## src/hdl/watchdog_defs.svh

```systemverilog
// Constants of the frame clocked watchdog: offsets, key, counts.
// Assumes inclusion by bare name from design files only.
`ifndef WATCHDOG_DEFS_SVH
`define WATCHDOG_DEFS_SVH

`define WDG_RESTART_OFFSET 8'h06
`define WDG_KEY_MASK 8'h1F
`define WDG_KEY_VALUE 8'h0A
`define WDG_PERIOD_FRAMES 512
`define WDG_SYNC_STAGES 2

`endif

```

## src/hdl/watchdog_pkg.sv

```systemverilog
// Types shared by the frame clocked watchdog.
// Assumes compilation before any module that imports it.
package watchdog_pkg;

  typedef enum logic {
    ST_RUN = 1'b0,
    ST_TIMEOUT = 1'b1
  } wdg_state_t;

endpackage

```

## src/hdl/frame_clocked_watchdog.sv

```systemverilog
// Frame clocked watchdog: restart key register and active-low sanity output.
// Assumes pins arrive asynchronously to sys_clk_i (10 MHz) and the frame pulse is much slower.
//
// Summary of operation
// (RULE_01) Output held low while in reset.
// (RULE_02) After reset: output high, count from zero.
// (RULE_03) Host writes key xxx01010 each period.
// (RULE_04) Timely restarts keep output continuously high.
// (RULE_05) Timeout after 512 frame pulses without restart.
// (RULE_06) Timeout: low one period, then toggle each period.
// (RULE_07) Count advances only on frame pulse falls.
// (RULE_08) Runs without chip select ever being asserted.
// (RULE_09) Wrong key writes change nothing.
`timescale 1ns/1ps
`default_nettype none
`include "watchdog_defs.svh"
module frame_clocked_watchdog
  import watchdog_pkg::*;
#(
  parameter int PERIOD_FRAMES = `WDG_PERIOD_FRAMES
) (
  input wire logic sys_clk_i,
  input wire logic rst_i,
  input wire logic power_on_reset_n_i,
  input wire logic frame_pulse_n_i,
  input wire logic chip_select_n_i,
  input wire logic write_strobe_n_i,
  input wire logic [7:0] bus_addr_i,
  input wire logic [7:0] bus_data_i,
  output logic sanity_out_n_o
);

  localparam int CW = $clog2(PERIOD_FRAMES);
  localparam logic [CW-1:0] COUNT_LAST = CW'(PERIOD_FRAMES - 1);
  localparam int SW = 20;

  // ----------------------------------------
  // Pin synchronisation
  // ----------------------------------------
  logic [SW-1:0] pins_async;
  logic [SW-1:0] pins_sync;
  logic por_n_sync;
  logic frame_n_sync;
  logic cs_n_sync;
  logic wr_n_sync;
  logic [7:0] addr_sync;
  logic [7:0] data_sync;

  assign pins_async = {power_on_reset_n_i, frame_pulse_n_i, chip_select_n_i,
                       write_strobe_n_i, bus_addr_i, bus_data_i};

  pin_synchronizer #(
    .WIDTH(SW),
    .RESET_VALUE({4'hF, 16'h0000})
  ) u_pin_sync (
    .sys_clk_i(sys_clk_i),
    .rst_i(rst_i),
    .async_i(pins_async),
    .sync_o(pins_sync)
  );

  assign por_n_sync = pins_sync[19];
  assign frame_n_sync = pins_sync[18];
  assign cs_n_sync = pins_sync[17];
  assign wr_n_sync = pins_sync[16];
  assign addr_sync = pins_sync[15:8];
  assign data_sync = pins_sync[7:0];

  // ----------------------------------------
  // Edge detection and write capture
  // ----------------------------------------
  logic frame_n_prev_reg;
  logic wr_n_prev_reg;
  logic cs_active_reg;
  logic [7:0] addr_cap_reg;
  logic [7:0] data_cap_reg;
  logic held_in_reset;
  logic frame_fall;
  logic write_done;
  logic addr_hit;
  logic key_match;
  logic key_hit;

  // Pin reset counts the same as the synchronous reset
  assign held_in_reset = rst_i || !por_n_sync;
  assign frame_fall = frame_n_prev_reg && !frame_n_sync; // RULE_07
  // Write completes on the trailing edge of the strobe; data captured while low
  assign write_done = wr_n_sync && !wr_n_prev_reg && cs_active_reg;
  assign addr_hit = (addr_cap_reg == `WDG_RESTART_OFFSET);
  assign key_match = ((data_cap_reg & `WDG_KEY_MASK) == `WDG_KEY_VALUE);
  assign key_hit = write_done && addr_hit && key_match; // RULE_09

  always_ff @(posedge sys_clk_i) begin
    if (rst_i) begin
      frame_n_prev_reg <= 1'b1;
      wr_n_prev_reg <= 1'b1;
      cs_active_reg <= 1'b0;
      addr_cap_reg <= 8'h00;
      data_cap_reg <= 8'h00;
    end else begin
      frame_n_prev_reg <= frame_n_sync;
      wr_n_prev_reg <= wr_n_sync;
      if (!wr_n_sync) begin
        cs_active_reg <= !cs_n_sync;
        addr_cap_reg <= addr_sync;
        data_cap_reg <= data_sync;
      end
    end
  end

  // ----------------------------------------
  // Period counter and output
  // ----------------------------------------
  wdg_state_t state_reg;
  wdg_state_t state_next;
  logic [CW-1:0] count_reg;
  logic [CW-1:0] count_next;
  logic out_reg;
  logic out_next;
  logic period_end;

  assign period_end = frame_fall && (count_reg == COUNT_LAST); // RULE_05

  // Key write beats a coincident frame edge so a late restart is not lost
  always_comb begin
    state_next = state_reg;
    count_next = count_reg;
    out_next = out_reg;
    if (key_hit) begin
      state_next = ST_RUN; // RULE_03
      count_next = '0;
      out_next = 1'b1;
    end else begin
      case (state_reg)
        ST_RUN: begin
          out_next = 1'b1; // RULE_04
          if (period_end) begin
            state_next = ST_TIMEOUT; // RULE_05
            count_next = '0;
            out_next = 1'b0; // RULE_06
          end else if (frame_fall) begin
            count_next = count_reg + 1'b1; // RULE_08
          end
        end
        ST_TIMEOUT: begin
          if (period_end) begin
            count_next = '0;
            out_next = !out_reg; // RULE_06
          end else if (frame_fall) begin
            count_next = count_reg + 1'b1;
          end
        end
        default: begin
          state_next = ST_RUN;
          count_next = '0;
        end
      endcase
    end
  end

  always_ff @(posedge sys_clk_i) begin
    if (held_in_reset) begin
      state_reg <= ST_RUN; // RULE_02
      count_reg <= '0;
      out_reg <= 1'b0; // RULE_01
    end else begin
      state_reg <= state_next;
      count_reg <= count_next;
      out_reg <= out_next;
    end
  end

  assign sanity_out_n_o = out_reg;

  // ----------------------------------------
  // Checks
  // ----------------------------------------
  chk_reset_low: assert property ( // RULE_01
    @(posedge sys_clk_i) disable iff (rst_i)
    held_in_reset |=> !sanity_out_n_o)
    else $error("sanity output not low during reset");

  chk_release_high: assert property ( // RULE_02
    @(posedge sys_clk_i) disable iff (rst_i)
    $past(held_in_reset) && !held_in_reset |=> sanity_out_n_o && count_reg <= 1)
    else $error("no restart after reset release");

  chk_run_stays_high: assert property ( // RULE_04
    @(posedge sys_clk_i) disable iff (held_in_reset)
    state_reg == ST_RUN && $past(state_reg) == ST_RUN && !$past(held_in_reset) |-> sanity_out_n_o)
    else $error("output dropped while running");

  chk_timeout_fires: assert property ( // RULE_05
    @(posedge sys_clk_i) disable iff (held_in_reset)
    state_reg == ST_RUN && period_end && !key_hit |=> state_reg == ST_TIMEOUT && !sanity_out_n_o)
    else $error("timeout missed at period end");

  chk_no_early_timeout: assert property ( // RULE_05
    @(posedge sys_clk_i) disable iff (held_in_reset)
    state_reg == ST_RUN && !period_end |=> state_reg == ST_RUN)
    else $error("timeout before period end");

  chk_timeout_toggle: assert property ( // RULE_06
    @(posedge sys_clk_i) disable iff (held_in_reset)
    state_reg == ST_TIMEOUT && period_end && !key_hit |=> sanity_out_n_o != $past(sanity_out_n_o))
    else $error("no toggle at period end");

  chk_edge_only: assert property ( // RULE_07
    @(posedge sys_clk_i) disable iff (held_in_reset)
    !frame_fall && !key_hit ##1 !$past(held_in_reset) |-> $stable(count_reg))
    else $error("count moved without frame edge");

  chk_count_unselected: assert property ( // RULE_08
    @(posedge sys_clk_i) disable iff (held_in_reset)
    frame_fall && !period_end && !key_hit |=> count_reg == $past(count_reg) + 1'b1)
    else $error("count did not advance");

  chk_key_restart: assert property ( // RULE_03
    @(posedge sys_clk_i) disable iff (held_in_reset)
    key_hit |=> count_reg == '0 && sanity_out_n_o && state_reg == ST_RUN)
    else $error("key write did not restart");

  chk_bad_key_ignored: assert property ( // RULE_09
    @(posedge sys_clk_i) disable iff (held_in_reset)
    write_done && addr_hit && !key_match && !frame_fall |=> $stable(count_reg) && $stable(state_reg))
    else $error("bad key changed state");

endmodule
`default_nettype wire

```

## src/hdl/pin_synchronizer.sv

```systemverilog
// Two flip-flop synchroniser for a group of asynchronous pins.
// Assumes every bit is sampled independently; groups must be stable when read.
`timescale 1ns/1ps
`default_nettype none
module pin_synchronizer #(
  parameter int WIDTH = 1,
  parameter logic [WIDTH-1:0] RESET_VALUE = '0
) (
  input wire logic sys_clk_i,
  input wire logic rst_i,
  input wire logic [WIDTH-1:0] async_i,
  output logic [WIDTH-1:0] sync_o
);

  // ----------------------------------------
  // Per-bit double register
  // ----------------------------------------
  genvar g;
  generate
    for (g = 0; g < WIDTH; g++) begin : gen_bit
      logic meta_reg;
      logic stable_reg;
      always_ff @(posedge sys_clk_i) begin
        if (rst_i) begin
          meta_reg <= RESET_VALUE[g];
          stable_reg <= RESET_VALUE[g];
        end else begin
          meta_reg <= async_i[g];
          stable_reg <= meta_reg;
        end
      end
      assign sync_o[g] = stable_reg;
    end
  endgenerate

endmodule
`default_nettype wire

```

## config.mk

```make
export PLATFORM = sky130hd
export DESIGN_NAME = frame_clocked_watchdog
export DESIGN_NICKNAME = d
export VERILOG_FILES = /design/src/hdl/watchdog_pkg.sv /design/src/hdl/frame_clocked_watchdog.sv /design/src/hdl/pin_synchronizer.sv
export VERILOG_INCLUDE_DIRS = /design/src /design/src/hdl
export SDC_FILE = /design/constraint.sdc
export NUM_CORES = 1
export LEC_CHECK = 0
export BUFFER_PORTS_ARGS = -buffer_cell sky130_fd_sc_hd__buf_4
export CORE_MARGIN = 5
export CORE_UTILIZATION = 35
export DETAILED_ROUTE_END_ITERATION = 8
export GPL_TIMING_DRIVEN = 0
export PLACE_DENSITY_LB_ADDON = 0.2
export REMOVE_ABC_BUFFERS = 1
export SLEW_MARGIN = 20
export SYNTH_ARGS = -nofsm -noshare
export SYNTH_HDL_FRONTEND = slang
export SYNTH_SLANG_ARGS = --single-unit
```

## constraint.sdc

```tcl
create_clock -name sys_clk_i -period 1.7 [get_ports sys_clk_i]
set_input_delay 0.34 -clock sys_clk_i [delete_from_list [all_inputs] [get_ports sys_clk_i]]
set_output_delay 0.34 -clock sys_clk_i [all_outputs]
set_load 0.02 [all_outputs]
```

==> summary.md <==
| Metric | Value |
|---|---|
| Library cells used by synthesis | 30 |
| RSZ-0062 raised after global routing | no |
| Layout area overhead | 21.53% |
| Fin nets | 234 |
| R2R cell count | 4 |
| Reg2Reg Setup Slack | 0.07 ns |
| CTS tree | built |
| Critical path class | flip-flop to flip-flop |
| Port Buf Inserts | 19 |
| Worst-Margin Slew | 0.4657 ns |
| Clock Latency Late Sink | 0.32 ns |
| Fillcell total | 565 |
| Status | finished, final reports clean |
| HPWL after DPL | 1788 um |
| Setup crit start kind | flip-flop |
| DIE AREA | 7587 um^2 |
| Rows | 28 |
| HP Start | chip_select_n_i |
| Fin crit share | 96.02% |
| Mapped Cells | 182 |
| Max Fclk | 0.6126 GHz |
| Post-synth top area share | 58.69% |
| Detailed-route via count | 1260 |
| Post-synth EDFFs | 0 |
| Min-Delay Path Class | primary input to flip-flop |
| Sequential fraction of the synthesis area | 58.69% |
| Vias/cell | 4.360 |
| Die W | 87.11 um |
| Wirelength, routed | 2929 um |
| Hold endpoint | u_pin_sync.gen_bit[17].meta_reg$_SDFF_PP1_ |
| Mapped cell area | 2081 um^2 |
| 1st-iter DRT viols | 36 |
| Worst slew margin | 68.95% |
| Layout cell share with drive strength beyond 1 | 29.44% |
| Syn. warnings | 0 |
| Die Ht | 87.11 um |
| Clock Path Buffers | 2 |
| TritonCTS Buffers | 9 |
| Core area | 5851 um^2 |
| Hold Fails Final Rpt | 0 |
| Syn avg cell area | 11.43 um^2 |
| I/O pin count | 23 |
| Initial antenna violation count | 0 |
| Starting Density | 35.56% |
| Setup slack at placement | -0.6624 ns |
| CP arrival | 1.83 ns |
| Leak | 1.035 nW |
| Post-synth ARST share | 0% |
| Storage cell area | 1222 um^2 |
| Avg WL per Cell | 10.13 um |
| Final Skew | 0.003263 ns |
| Reg-to-Reg Start | data_cap_reg[4]$_SDFFE_PP0N_ |
| GRT Total Usage | 9.087% |
| VDD IR max | 0.0006673 V |
| Clock Tree Root | clkbuf_8 |
| CP Max Fanout | 10 |
| Worst hold path depth | 2 |
| Crit path capture type | flip-flop |
| Global-route wire length before repair | 5133 um |
| H-tree levels | 3 |
| Final GP Congestion | 0.6478 |
| Vias in the first global route | 1219 |
| Post-layout util | 43.22% |
| Synth Flop Type | dfxtp_1 |
| Area of the multi-input gates | 834.6 um^2 |
| Final Max Slew Viols | 0 |
| Setup violators final | 0 |
| Crit path cell chain | or4b_4, o41ai_4, buf_12, a211oi_2 |
| R2R Path End | count_reg[7]$_SDFFE_PP0P_ |
| Period minus WS final | 1.632 ns |
| DRC Markers | 0 |
| Worst stage delay on the critical path | 0.56 ns |
| Final WS setup | 0.06770 ns |
| ANT cells | 0 |
| Synth top area cells | dfxtp_1 59%, nor2b_1 8.7%, mux2i_1 7.2%, nor2_1 3.1%, a211oi_2 3.0% |
| Total gr overflow | 0 |
| FF+latch count, synth | 61 |
| CP max-delay cell | or4b_4 |
| Req. time, crit path | 1.90 ns |
| Largest net degree at the start of global routing | 52 |
| Pwr dens | 1077 nW/um^2 |
| TritonRoute pass-1 iters | 4 |
| Antenna violation net count after detailed routing | 0 |
| Max cap viols | 0 |
| # clock sinks | 61 |
| Area leader, netlist | dfxtp_1 |
| Final Power | 0.002724 W |
| Clk slew on worst S/H paths | 0.06 ns |
## worst max-delay path, delay by kind of cell, from the launching register on
family,cells,cell delay (ns)
buffers and inverters,1,0.19
DFF,1,0.31
and+or+nand+nor,1,0.56
AOI/OAI and AO/OA,2,0.45
## cells in the mapped netlist (all sizes together), types with 2 or more instances
cell and count:
or4b 2, or4 3, dfxtp 61, nor2 18, nand4bb 2, or2 10, mux2i 15, ha 2
xnor2 2, nand2 4, nor3 4, o21ai 2, nand3b 2, a211oi 5, clkbuf 5, buf 3
or3 2, nor2b 29, o31ai 3
## cells by family after synthesis
kind of cell               share of synthesized area [%]
muxes                                              7.216
AOI/OAI and AO/OA                                  6.494
xor gates and xnor gates                           1.263
adders and majority gates                          1.202
DFF                                                58.69
and+or+nand+nor                                    23.63
buffers and inverters                              1.503
## metal layers
metal	wire length [um]	part of all wire, %	global-route usage [%]
met1	1361	46	10.02
met2	1369	47	13.32
met3	131	4.5	3.500
met4	66	2.3	8.368
met5	0	0	0
## stage by stage
step	cells	hold slack [ns]	setup TNS, ns	instance area, um^2
after floorplan	174	0.3895	-2.609	2049
after global placement	268	0.3918	-6.770	2286
after detailed placement	268	0.3944	-6.632	2286
after CTS	284	0.1761	0	2489
after global routing	289	0.1726	0	2529
final	289	0.2027	0	2529
## area by class of cell
cell class	instances	area share, %
Clock buffer	14	6.828
Sequential cell	61	48.34
Multi-Input combinational cell	113	33.00
Tap cell	75	3.711
Timing Repair Buffer	25	7.917
Clock inverter	1	0.1979
## report_power, final
| group | internal, W | leakage (nW) | switching [W] | total [W] |
|---|---|---|---|---|
| Sequential | 0.00148 | 0.500 | 0.0000189 | 0.00149 |
| Combinational | 0.0000710 | 0.443 | 0.0000450 | 0.000116 |
| Clock | 0.000639 | 0.0926 | 0.000474 | 0.00111 |
## timing repair
item / in CTS / in global routing
endpoints found under the setup margin: 11 / 10
gates cloned: 0 / 0
setup buffers: 1 / 5
hold buffers: 0 / 0
pin swaps: 1 / 1
gates resized for setup: 3 / 1
## worst max-delay path by stage
stage | startpoint | to | slack (ns) | cells after the start
2_1_floorplan | u_pin_sync.gen_bit[16].stable_reg$_SDFF_PP1_ | count_reg[0]$_SDFFE_PP0P_ | -0.28 | 3
3_3_place_gp | u_pin_sync.gen_bit[16].stable_reg$_SDFF_PP1_ | count_reg[8]$_SDFFE_PP0P_ | -0.67 | 3
3_5_place_dp | u_pin_sync.gen_bit[16].stable_reg$_SDFF_PP1_ | count_reg[0]$_SDFFE_PP0P_ | -0.66 | 3
4_1_cts | count_reg[0]$_SDFFE_PP0P_ | sanity_out_n_o$_SDFFE_PP0P_ | 0.02 | 7
5_1_grt | data_cap_reg[4]$_SDFFE_PP0N_ | count_reg[3]$_SDFFE_PP0P_ | 0.02 | 4
6_report | data_cap_reg[4]$_SDFFE_PP0N_ | count_reg[7]$_SDFFE_PP0P_ | 0.07 | 4
## cells in the final DEF (no fill, tap or decap), types with 2 or more instances in the layout
cell,netlist,layout
a211oi_2,5,5
buf_4,0,24
clkbuf_1,5,2
clkbuf_8,0,12
dfxtp_1,61,60
mux2i_1,15,15
nand2_1,4,4
nand3b_1,2,2
nand4bb_1,2,2
nor2_1,17,17
nor2b_1,29,29
nor3_2,4,4
o21ai_0,2,2
o31ai_1,3,3
or2_2,10,10
or3_1,2,2
or4_1,3,3
xnor2_1,2,2
(Power assumes the default switching activity.)
